## config.mk

```make
export PLATFORM = sky130hd
export DESIGN_NAME = uart_baud_frame
export DESIGN_NICKNAME = d
export VERILOG_FILES = /design/src/inc/uart_baud_pkg.sv /design/src/hdl/uart_baud_frame.sv
export VERILOG_INCLUDE_DIRS = /design/src /design/src/inc
export SDC_FILE = /design/constraint.sdc
export NUM_CORES = 1
export LEC_CHECK = 0
export ABC_AREA = 1
export BUFFER_PORTS_ARGS = -buffer_cell sky130_fd_sc_hd__buf_2
export CAP_MARGIN = 20
export CORE_MARGIN = 4
export CORE_UTILIZATION = 55
export CTS_CLUSTER_DIAMETER = 50
export DETAILED_ROUTE_END_ITERATION = 16
export HOLD_SLACK_MARGIN = 0.02
export PLACE_DENSITY_LB_ADDON = 0.2
export SLEW_MARGIN = 20
export SYNTH_ARGS = -nofsm -noshare
export SYNTH_HDL_FRONTEND = slang
export SYNTH_SLANG_ARGS = --single-unit
```

## constraint.sdc

```tcl
create_clock -name REF_CLK -period 1.9 [get_ports REF_CLK]
set_input_delay 0.285 -clock REF_CLK [delete_from_list [all_inputs] [get_ports REF_CLK]]
set_output_delay 0.285 -clock REF_CLK [all_outputs]
set_load 0.01 [all_outputs]
```

## src/inc/uart_baud_cfg.svh

```systemverilog
// Constants for the baud reload and frame mode block.
`ifndef UART_BAUD_CFG_SVH
`define UART_BAUD_CFG_SVH
`define ADDR_RELOAD_LOW   3'h0
`define ADDR_RELOAD_HIGH  3'h1
`define ADDR_MODE         3'h2
`define ADDR_CONTROL      3'h3
`define ADDR_STATUS       3'h4
`define ADDR_TXDATA       3'h5
`define ADDR_RXDATA       3'h6
`define BIT_SOFT_RESET    7
`define BIT_RESTART       6
`define BIT_EXT_CLK       5
`define BIT_MODE_HI       1
`define BIT_MODE_LO       0
`define BIT_PARITY_EN     7
`define BIT_PARITY_ODD    6
`define BIT_STOP_TWO      5
`define BIT_LEN_EIGHT     4
`define BIT_ADDR_FLAG     3
`define BIT_RX_EN         1
`define BIT_TX_EN         0
`define BIT_MSB_FIRST     2
`define RELOAD_ZERO       15'h0000
`define MIN_BITS          4'h9
`define MAX_BITS          4'hC
`endif

```

## src/inc/uart_baud_pkg.sv

```systemverilog
// Types shared by the baud reload and frame mode block.
package uart_baud_pkg;
    typedef enum logic [1:0] {
        MODE_ASYNC,
        MODE_MULTI,
        MODE_SYNC,
        MODE_LIN
    } op_mode_e;

    typedef struct packed {
        logic parity_en;
        logic parity_odd;
        logic stop_two;
        logic len_eight;
        logic addr_flag;
        logic msb_first;
    } frame_fmt_s;

    typedef enum {
        TX_IDLE,
        TX_SHIFT
    } tx_state_e;

    typedef enum {
        RX_IDLE,
        RX_SHIFT
    } rx_state_e;
endpackage : uart_baud_pkg
```

## src/hdl/uart_baud_frame.sv

```systemverilog
// Baud reload counters, operating mode select and async frame engine.
//
// The implementer's own choices: the strobed register port and the register offsets.
`timescale 1ns/1ps
`include "uart_baud_cfg.svh"
// What this block does
// - Serial clock falls after (V+1)/2 counts.
// - Two 15-bit reload counters, internal or external.
// - Reload register read returns transmit count.
// - Writing reload value starts both counters.
// - Soft reset or restart bit restarts both.
// - Restart bit reloads counters next clock.
// - Receive counter restarts on start edge.
// - Reset clears reload and counter, stopped.
// - Soft reset zeroes counter then resumes.
// - Restart reloads without zeroing counter.
// - Mode field selects four operating modes.
// - LIN forces 8N1 least bit first.
// - Mode change aborts transfers, goes idle.
// - Frame: low start, data, high stop.
// - Direction bit selects LSB or MSB first.
// - Parity sits between data and stop.
// - Normal mode: 7/8 data, parity, 1/2 stop.
// - Multiprocessor: data plus flag, no parity.
// - Length is 1 + d + p + s bits.
// - Bit rate is source over reload plus one.
module uart_baud_frame (
    // Clock and reset.
    input  wire logic        REF_CLK,
    input  wire logic        RESETN,
    // Register port.
    input  wire logic [2:0]  ADDR,
    input  wire logic [7:0]  WDATA,
    input  wire logic        WR,
    input  wire logic        RD,
    output logic      [7:0]  RDATA,
    // Serial pins.
    input  wire logic        EXT_CLK,
    input  wire logic        SIN,
    output logic             SOT,
    output logic             SER_CLK
);
    // Register state.
    logic [14:0] reload;
    logic [14:0] tx_count;
    logic [14:0] rx_count;
    logic        running;
    logic [7:0]  mode_reg;
    logic [7:0]  ctrl_reg;
    logic        msb_first;
    logic [7:0]  tx_data;
    logic        tx_pending;
    logic [7:0]  rx_data;
    logic        rx_full;
    // Serial state.
    uart_baud_pkg::tx_state_e tx_state;
    uart_baud_pkg::rx_state_e rx_state;
    logic [11:0] tx_shift;
    logic [3:0]  tx_left;
    logic [3:0]  rx_left;
    logic [8:0]  rx_shift;
    logic [2:0]  ext_sync;
    logic        ext_level;
    logic        ext_prev;
    logic [2:0]  sin_sync;
    logic        sin_level;
    logic        sin_prev;

    // Picks the data bit order; returns the byte as it goes on the wire.
    function automatic logic [7:0] order_bits(input logic [7:0] d,
                                              input logic msb,
                                              input logic eight);
        logic [7:0] r;
        r = d;
        if (msb) begin
            for (int i = 0; i < 8; i++) begin
                r[i] = d[7 - i];
            end
            if (!eight) begin
                r = {1'b0, r[7:1]};
            end
        end
        return r;
    endfunction : order_bits

    // Decoded writes and mode fields.
    wire wr_low     = WR && (ADDR == `ADDR_RELOAD_LOW);
    wire wr_high    = WR && (ADDR == `ADDR_RELOAD_HIGH);
    wire wr_mode    = WR && (ADDR == `ADDR_MODE);
    wire wr_ctrl    = WR && (ADDR == `ADDR_CONTROL);
    wire wr_status  = WR && (ADDR == `ADDR_STATUS);
    wire wr_tx      = WR && (ADDR == `ADDR_TXDATA);
    wire rd_rx      = RD && (ADDR == `ADDR_RXDATA);
    wire soft_reset = wr_mode && WDATA[`BIT_SOFT_RESET];
    wire restart    = wr_mode && WDATA[`BIT_RESTART];
    wire [1:0] next_mode_bits = {WDATA[`BIT_MODE_HI], WDATA[`BIT_MODE_LO]};
    wire mode_change = wr_mode &&
        (next_mode_bits != mode_reg[`BIT_MODE_HI:`BIT_MODE_LO]);
    uart_baud_pkg::op_mode_e op_mode;
    assign op_mode = uart_baud_pkg::op_mode_e'(
        mode_reg[`BIT_MODE_HI:`BIT_MODE_LO]);
    wire is_lin   = (op_mode == uart_baud_pkg::MODE_LIN);
    wire is_multi = (op_mode == uart_baud_pkg::MODE_MULTI);
    wire is_async = (op_mode != uart_baud_pkg::MODE_SYNC);
    wire abort    = mode_change || soft_reset;

    // Effective frame format; LIN overrides parity enable, stop count, length and direction.
    uart_baud_pkg::frame_fmt_s fmt;
    assign fmt.parity_en  = !is_lin && !is_multi &&
                            ctrl_reg[`BIT_PARITY_EN];
    assign fmt.parity_odd = ctrl_reg[`BIT_PARITY_ODD];
    assign fmt.stop_two   = !is_lin &&
                            ctrl_reg[`BIT_STOP_TWO];
    assign fmt.len_eight  = is_lin ||
                            ctrl_reg[`BIT_LEN_EIGHT];
    assign fmt.addr_flag  = ctrl_reg[`BIT_ADDR_FLAG];
    assign fmt.msb_first  = !is_lin && msb_first;

    // Source clock tick: external edge after three flops, or every cycle.
    wire ext_sel  = mode_reg[`BIT_EXT_CLK];
    wire ext_rise = ext_level && !ext_prev;
    wire tick     = ext_sel ? ext_rise : 1'b1;
    wire [14:0] half = 15'((16'(reload) + 16'h0001) >> 1);
    wire tx_wrap  = running && tick && (tx_count == `RELOAD_ZERO);
    wire rx_wrap  = running && tick && (rx_count == `RELOAD_ZERO);
    wire rx_mid   = running && tick && (rx_count == half);
    wire start_edge = is_async && (rx_state == uart_baud_pkg::RX_IDLE) &&
                      ctrl_reg[`BIT_RX_EN] && sin_prev && !sin_level;

    // Input synchronisers; a change counts when stages two and three agree.
    always_ff @(posedge REF_CLK) begin
        ext_sync <= {ext_sync[1:0], EXT_CLK};
        sin_sync <= {sin_sync[1:0], SIN};
        if (!RESETN) begin
            ext_level <= 1'b0;
            sin_level <= 1'b1;
            ext_prev  <= 1'b0;
            sin_prev  <= 1'b1;
        end else begin
            if (ext_sync[1] == ext_sync[2]) ext_level <= ext_sync[2];
            if (sin_sync[1] == sin_sync[2]) sin_level <= sin_sync[2];
            ext_prev <= ext_level;
            sin_prev <= sin_level;
        end
    end

    // Reload value; a write to the pair starts counting.
    always_ff @(posedge REF_CLK) begin
        if (!RESETN) begin
            reload  <= `RELOAD_ZERO;
            running <= 1'b0;
        end else begin
            if (wr_low) reload[7:0] <= WDATA;
            if (wr_high) reload[14:8] <= WDATA[6:0];
            if (wr_low || wr_high) running <= 1'b1;
        end
    end

    // Transmit counter: soft reset zeroes it, restart reloads it.
    always_ff @(posedge REF_CLK) begin
        if (!RESETN) begin
            tx_count <= `RELOAD_ZERO;
        end else if (soft_reset) begin
            tx_count <= `RELOAD_ZERO;
        end else if (restart || wr_low || wr_high) begin
            tx_count <= reload;
        end else if (running && tick) begin
            tx_count <= tx_wrap ? reload : tx_count - 15'h0001;
        end
    end

    // Receive counter: also realigned by a start bit edge.
    always_ff @(posedge REF_CLK) begin
        if (!RESETN) begin
            rx_count <= `RELOAD_ZERO;
        end else if (soft_reset) begin
            rx_count <= `RELOAD_ZERO;
        end else if (restart || start_edge || wr_low || wr_high) begin
            rx_count <= reload;
        end else if (running && tick) begin
            rx_count <= rx_wrap ? reload : rx_count - 15'h0001;
        end
    end

    // Serial clock: low once half the period has been counted.
    always_ff @(posedge REF_CLK) begin
        if (!RESETN) begin
            SER_CLK <= 1'b1;
        end else if (tx_wrap) begin
            SER_CLK <= 1'b1;
        end else if (running && tick && tx_count == half) begin
            SER_CLK <= 1'b0;
        end
    end

    // Mode, control and direction registers.
    always_ff @(posedge REF_CLK) begin
        if (!RESETN) begin
            mode_reg  <= 8'h00;
            ctrl_reg  <= 8'h00;
            msb_first <= 1'b0;
        end else begin
            if (wr_mode) mode_reg <= {2'b00, WDATA[5:0]};
            if (wr_ctrl) ctrl_reg <= WDATA;
            if (wr_status) msb_first <= WDATA[`BIT_MSB_FIRST];
        end
    end

    // Frame as sent first bit in bit 0: start, data, flag or parity, stop.
    wire [7:0] wire_data = order_bits(tx_data, fmt.msb_first, fmt.len_eight);
    wire       par_bit   = (fmt.len_eight ? ^tx_data : ^tx_data[6:0]) ^
                           fmt.parity_odd;
    wire       extra_bit = is_multi ? fmt.addr_flag : par_bit;
    wire       has_extra = is_multi || fmt.parity_en;
    wire [3:0] data_n    = fmt.len_eight ? 4'h8 : 4'h7;
    wire [3:0] frame_n   = 4'(4'h1 + data_n + {3'b000, has_extra} +
                           (fmt.stop_two ? 4'h2 : 4'h1));
    // Without an extra bit its slot is the first stop bit, so it must be high.
    wire [11:0] frame_lsb = {3'b111, has_extra ? extra_bit : 1'b1, wire_data};
    wire [11:0] frame_bits = fmt.len_eight ? {frame_lsb[10:0], 1'b0} :
        {3'b111, has_extra ? extra_bit : 1'b1, wire_data[6:0],
         1'b0};

    // Transmitter: holding byte then shifter, one bit per period.
    always_ff @(posedge REF_CLK) begin
        if (!RESETN || abort) begin
            tx_state   <= uart_baud_pkg::TX_IDLE;
            tx_pending <= 1'b0;
            tx_shift   <= 12'hFFF;
            tx_left    <= 4'h0;
            SOT        <= 1'b1;
            tx_data    <= 8'h00;
        end else begin
            if (wr_tx) begin
                tx_data    <= WDATA;
                tx_pending <= 1'b1;
            end
            unique case (tx_state)
                uart_baud_pkg::TX_IDLE: begin
                    SOT <= 1'b1;
                    if (tx_pending && !wr_tx && tx_wrap && is_async &&
                        ctrl_reg[`BIT_TX_EN]) begin
                        tx_shift   <= {1'b1, frame_bits[11:1]};
                        tx_left    <= 4'(frame_n - 4'h1);
                        SOT        <= frame_bits[0];
                        tx_pending <= 1'b0;
                        tx_state   <= uart_baud_pkg::TX_SHIFT;
                    end
                end
                uart_baud_pkg::TX_SHIFT: begin
                    if (tx_wrap) begin
                        if (tx_left == 4'h0) begin
                            SOT      <= 1'b1;
                            tx_state <= uart_baud_pkg::TX_IDLE;
                        end else begin
                            SOT      <= tx_shift[0];
                            tx_shift <= {1'b1, tx_shift[11:1]};
                            tx_left  <= tx_left - 4'h1;
                        end
                    end
                end
            endcase
        end
    end

    // Receiver samples mid bit; start edge realigns the counter.
    // An extra bit shifts one more place, so the data sits one lower.
    wire [8:0] rx_align = has_extra ? {rx_shift[7:0], 1'b0} : rx_shift;
    wire [7:0] rx_raw = fmt.len_eight ? rx_align[8:1] :
                        {1'b0, rx_align[8:2]};
    wire [7:0] rx_word = order_bits(rx_raw, fmt.msb_first, fmt.len_eight);
    wire [3:0] rx_n = 4'(data_n + {3'b000, has_extra} + 4'h1);
    always_ff @(posedge REF_CLK) begin
        if (!RESETN || abort) begin
            rx_state <= uart_baud_pkg::RX_IDLE;
            rx_left  <= 4'h0;
            rx_shift <= 9'h000;
            rx_data  <= 8'h00;
            rx_full  <= 1'b0;
        end else begin
            if (rd_rx) rx_full <= 1'b0;
            unique case (rx_state)
                uart_baud_pkg::RX_IDLE: begin
                    if (start_edge) begin
                        rx_left  <= rx_n;
                        rx_state <= uart_baud_pkg::RX_SHIFT;
                    end
                end
                uart_baud_pkg::RX_SHIFT: begin
                    if (rx_mid) begin
                        if (rx_left == 4'h0) begin
                            rx_data  <= rx_word;
                            rx_full  <= 1'b1;
                            rx_state <= uart_baud_pkg::RX_IDLE;
                        end else begin
                            rx_shift <= {sin_level, rx_shift[8:1]};
                            rx_left  <= rx_left - 4'h1;
                        end
                    end
                end
            endcase
        end
    end

    // Read mux; the reload pair reads back the live transmit count.
    logic [7:0] next_rdata;
    assign next_rdata =
        (ADDR == `ADDR_RELOAD_LOW)  ? tx_count[7:0] :
        (ADDR == `ADDR_RELOAD_HIGH) ? {1'b0, tx_count[14:8]} :
        (ADDR == `ADDR_MODE)        ? {2'b00, mode_reg[5:0]} :
        (ADDR == `ADDR_CONTROL)     ? ctrl_reg :
        (ADDR == `ADDR_STATUS)      ? {5'h00, msb_first, rx_full,
                                       tx_pending} :
        (ADDR == `ADDR_RXDATA)      ? rx_data : 8'h00;
    always_ff @(posedge REF_CLK) begin
        if (!RESETN) RDATA <= 8'h00;
        else RDATA <= RD ? next_rdata : 8'h00;
    end
endmodule : uart_baud_frame

```

# == Yosys cells after proc, flatten, opt, wreduce, memory -nomap -nowiden ==
# Index checks and enable logic that the tools add are counted.
# totals
input_bits,17
regBits,192
output_inout_bits,10
elab_cells,186
# classes
n_addsub,11
n_eq_ne,24
mux,56
n_bitwise,3
n_reduce_logical,65
# ops
op,count
2-to-1 mux 32 bit,6
case mux 32 bit (2 select lines),2
logical NOT 32 bit,3
2-to-1 mux 15 bit,6
2-to-1 mux 8 bit,11
"equality test 32 x 1 -> 1 bit, second input constant",2
2-to-1 mux 12 bit,3
equality test 15 bit,2
logical NOT 15 bit,2
"subtractor 15 x 1 -> 15 bit, second input constant",2
logical AND 1 bit,28
2-to-1 mux 4 bit,7
case mux 12 bit (2 select lines),1
"inequality test 2 bit, second input constant",9
AND reduction 3 bit,6
"adder 15 x 1 -> 16 bit, second input constant",1
case mux 4 bit (2 select lines),2
2-to-1 mux 1 bit,14
"subtractor 4 x 1 -> 4 bit, second input constant",3
logical OR 1 bit,10
2-to-1 mux 10 bit,1
"equality test 3 bit, second input constant",3
2-to-1 mux 9 bit,1
adder 4 x 1 -> 4 bit,2
other kinds (21),32

# == Longest topological paths before layout ==
# logic_depth
ltp_word,10
depth_mapped,17
ltp_nobuf,16

# == Worst setup path after synthesis ==
# OpenSTA, ideal clock, no wires.
# synth_timing
path_type,register to register
start,register reload[1]
end,register rx_left[0]
period_less_slack_ns,2.014
path_stages_with_launch,16
required_ns,1.785
setup_slack_ns,-0.114
arrival_time_ns,1.898
path_cell_list,dfxtp_1 ha_1 nand2_2 nor2_2 nand2_1 nand2_2 nand2_2 nand2_1 nand2_1 nor2_2 nand3_2 nor2_4 nand3_4 buf_6 a21oi_1 nor2_1
# synth_via
elab_chain_cells,5
# synth_lines
item,line,text
start: declaration,uart_baud_frame.sv:44,logic [14:0] reload;
start signal: assignment,uart_baud_frame.sv:150,reload <= `RELOAD_ZERO;
adder 15 x 1 -> 16 bit,uart_baud_frame.sv:123,wire [14:0] half = 15'((16'(reload) + 16'h0001) >> 1);
equality test 15 bit,uart_baud_frame.sv:126,wire rx_mid = running && tick && (rx_count == half);
logical AND 1 bit,uart_baud_frame.sv:126,
inequality test 2 bit (no line),n/a,
AND reduction 3 bit (no line),n/a,
end signal: assignment,uart_baud_frame.sv:285,rx_left <= rx_n;
end signal: assignment,uart_baud_frame.sv:297,rx_left <= rx_left - 4'h1;
end: declaration,uart_baud_frame.sv:60,logic [3:0] rx_left;
# No other way between the ends.
# A chain may end at the register's enable or synchronous reset.

# == Worst setup path in the final report ==
# layout_timing
start,register reload[1]
end,register rx_full
# layout_via
elab_chain_cells,5
# layout_lines
item,line,text
adder 15 x 1 -> 16 bit,uart_baud_frame.sv:123,
equality test 15 bit,uart_baud_frame.sv:126,
logical AND 1 bit,uart_baud_frame.sv:126,
2-to-1 mux 1 bit,uart_baud_frame.sv:290,if (rx_mid) begin
2-to-1 mux 1 bit,uart_baud_frame.sv:282,unique case (rx_state)
end signal: assignment,uart_baud_frame.sv:279,rx_full <= 1'b0;
end signal: assignment,uart_baud_frame.sv:281,if (rd_rx) rx_full <= 1'b0;
end signal: assignment,uart_baud_frame.sv:293,rx_full <= 1'b1;
end: declaration,uart_baud_frame.sv:54,logic rx_full;
# No other way between the ends.

==> metrics.md <==
| Metric | Value |
|---|---|
| Antenna Cells | 0 |
| Top cell by count, worst path | nand2_2 |
| Clock period minus worst slack | 2.14 ns |
| Crit-path slowest cell | dfxtp_4 |
| Clock Root Buffer | clkbuf_16 |
| Syn. warnings | 0 |
| CP endpoint kind | flop |
| Post-Syn Instances | 1067 |
| Number of synthesized flops with an enable pin | 0 |
| Top cells by area, synth | dfxtp_1 35%, nand2_1 11%, a21oi_1 7.4% |
| Top cell type's share of synthesized area | 35.3% |
| Seq cells post-synth | 127 |
| Gpl congestion | 0.988 |
| Antenna violations before repair | 0 |
| Sequential-to-total area share from yosys stat | 35.3% |
| CTS Sinks | 127 |
| Clock buffer depth | 2 |
| Max Slew Vio Count | 0 |
| Layout cells sized above 1 | 28.9% |
| Layout fillers | 912 |
| Dpl cells | 1366 |
| Min-delay worst type | in -> reg |
| Cts bufs inserted | 17 |
| DRC | 0 |
| GRT busiest layer | met2 |
| Largest net degree at the start of global routing | 28 |
| Cell variety after synth | 43 |
| Final period utilization | 113% |
| Iteration-0 DRC Markers | 844 |
| Setup WS post-layout | -0.243 ns |
| M3 GR Usage | 6.87% |
| Initial Util | 56.6% |
| First-pass GRT wire length | 38.0 mm |
| Via density | 5.70 |
| Endpoints failing setup | 31 |
| Clock skew | 0.00704 ns |
| WL/cell | 17.0 um |
| Nets | 1268 |
| Vias | 8133 |
| RSZ-0062 raised after global routing | yes |
| Critical Path Max Stage Delay | 0.35 ns |
| Outcome | complete, but fails checks |
| CP delay by family, top | simple AND/OR/NAND/NOR gates |
| # rows | 41 |
| Max-Cap Viols | 0 |
| Crit Path Class | reg -> reg |
| Commonest cells in the synthesized netlist | 219 x nand2_1, 127 x dfxtp_1, 127 x inv_1, 114 x nor2_1, 107 x a21oi_1 |
| Worst-margin pin slew | 0.480 ns |
| Die H | 122 um |
| Syn nets | 1094 |
| Cell taking the most area after synthesis | dfxtp_1 |
| Avg Inst Size Synth | 6.75 sq um |
| Main flop type after synthesis | dfxtp_1 |
| Fin. Hold Viols | 0 |
| Die Wd | 122 um |
| Clock input transition at the sequential cells of the worst setup and hold paths | 0.06 ns |
| Failing checks | setup timing |
| H-tree depth | 4 |
| Fin cells | 1426 |
| Port Buffer Count | 26 |
| Synthesized area | 7200 sq um |
| Worst-path fanout max | 8 |
| Multi-input combinational cell area | 4560 sq um |
| DRT antenna net count | 0 |
| Total die area | 15000 sq um |
| Final HPWL from detailed placement | 16.5 mm |
| Fmax | 467 MHz |
| GRT Util Overall | 32.6% |
| PwrDens | 835 nW/um^2 |
| Worst EP required | 2.26 ns |
| CP arrival | 2.51 ns |
| Asr flop ratio synth | 0% |
| Max-slew headroom | 67.6% |
| Grt ovf | 0 |
| Count leader, synth | nand2_1 |
| Pre-CTS WS | -0.297 ns |
| Maximum vdd drop | 0.652 mV |
| FF/Latch Area | 2560 sq um |
| Post-layout util | 78.0% |
| Clk Latency, worst-skew pair | 0.43 ns |
| Total power | 0.00829 W |
| Area Growth Syn to Fin | 37.9% |
| Critical path, cell by cell | ha_4, nand2_4, nor2_4, buf_4, nand2_1, nand2_2, nand2_2, nand2_2, nor2_2, nand3_2, nor2_4, buf_12, nand3_4, buf_4, a21oi_2 |
| First-pass iteration count of the detailed router | 5 |
| Io pins | 27 |
| CTS tree | yes |
| Global routing met1 resource utilization | 39.3% |
| CORE AREA | 12700 sq um |
| GR met2 Demand/Resource | 53.8% |
| Setup crit start kind | flop |
| Leak | 4.32 nW |
| Top flop regs | reload: 15 flops, rx_count: 15 flops, tx_count: 15 flops |
| Post-Layout Inst Area | 9920 sq um |
| Cell Area, Placed | 8450 sq um |
| Worst path bufs/invs | 3 |
| Vias in the first global route | 7744 |
| DRT Wirelength | 24.3 mm |
power by group:
group / internal (W) / switching (W)
Sequential: 0.00278 / 0.000102
Combinational: 0.000772 / 0.00111
Clock: 0.00228 / 0.00124
Total: 0.00583 / 0.00245
path summary, 6_finish.rpt:
kind	to	cells past startpoint	slack (ns)	from
worst max-delay path	rx_full	15	-0.24	reload[1]
worst min-delay path	sin_prev	2	0.17	RESETN
worst max register to register	rx_full	15	-0.24	reload[1]
worst min register to register	sin_sync[1]	0	0.33	sin_sync[0]
timing repair:
| action | CTS | global route |
|---|---|---|
| gates resized for setup | 57 | 92 |
| gates cloned | 7 | 2 |
| hold buffers | 2 | 0 |
| endpoints found under the setup margin | 53 | 58 |
| pin swaps | 20 | 32 |
| endpoints found under the hold margin | 2 | 0 |
| buffers inserted | 11 | 8 |
metrics by stage:
stage | hold WS (ns) | TNS [ns]
floorplan | 0.310 | -0.0429
global placement | 0.313 | -6.74
detailed placement | 0.320 | -8.66
CTS | 0.163 | -3.19
global route | 0.175 | -8.42
finish | 0.171 | -5.13
layout make-up:
class / instances / area share [%]
Tap cell: 172 / 2.17
Clock inverter: 8 / 1.26
Clock buffer: 24 / 5.17
Timing Repair Buffer: 179 / 14.3
Inverter: 137 / 5.31
Sequential cell: 127 / 25.8
Multi-Input combinational cell: 778 / 46.0
Timing Repair inverter: 1 / 0.0756
cells by family (layout without fill, tap and decap cells):
logic type / count (synthesis) / count (layout) / share of synthesized area [%]
multiplexers: 6 / 6 / 0.834
adder cells (fa/ha/maj): 10 / 10 / 1.84
XOR/XNOR: 40 / 40 / 5.06
AND/OR/NAND/NOR: 454 / 459 / 27.7
AO/OA/AOI/OAI: 263 / 263 / 20.1
buffers and inverters: 167 / 349 / 9.20
flip-flops: 127 / 127 / 35.3
placed cells by master, fill, tap and decap left out, drive strengths merged, types with 2 or more instances in the layout:
cell type	n
ha	9
a211oi	2
o221ai	5
bufinv	3
a21oi	107
a31oi	8
nor3	12
dlygate4sd3	2
nor4	2
nand4	10
nor2	128
o2111ai	2
o211ai	9
a221oi	5
nand3	71
or2	5
clkbuf	25
o31ai	8
nand2	229
clkinvlp	5
nand3b	2
inv	136
xnor2	8
dfxtp	127
clkinv	2
xor2	31
o22ai	11
o21ai	104
buf	176
mux2i	6
per-layer routing:
layer  wire length [um]  part of all wire [%]  vias up
li1                   -                     -     3884
met1               9540                    39     3752
met2              11500                    47      388
met3               1790                   7.4      109
met4               1420                   5.9        0
met5                  0                     0        -
Power figures use the tool's default switching activity.
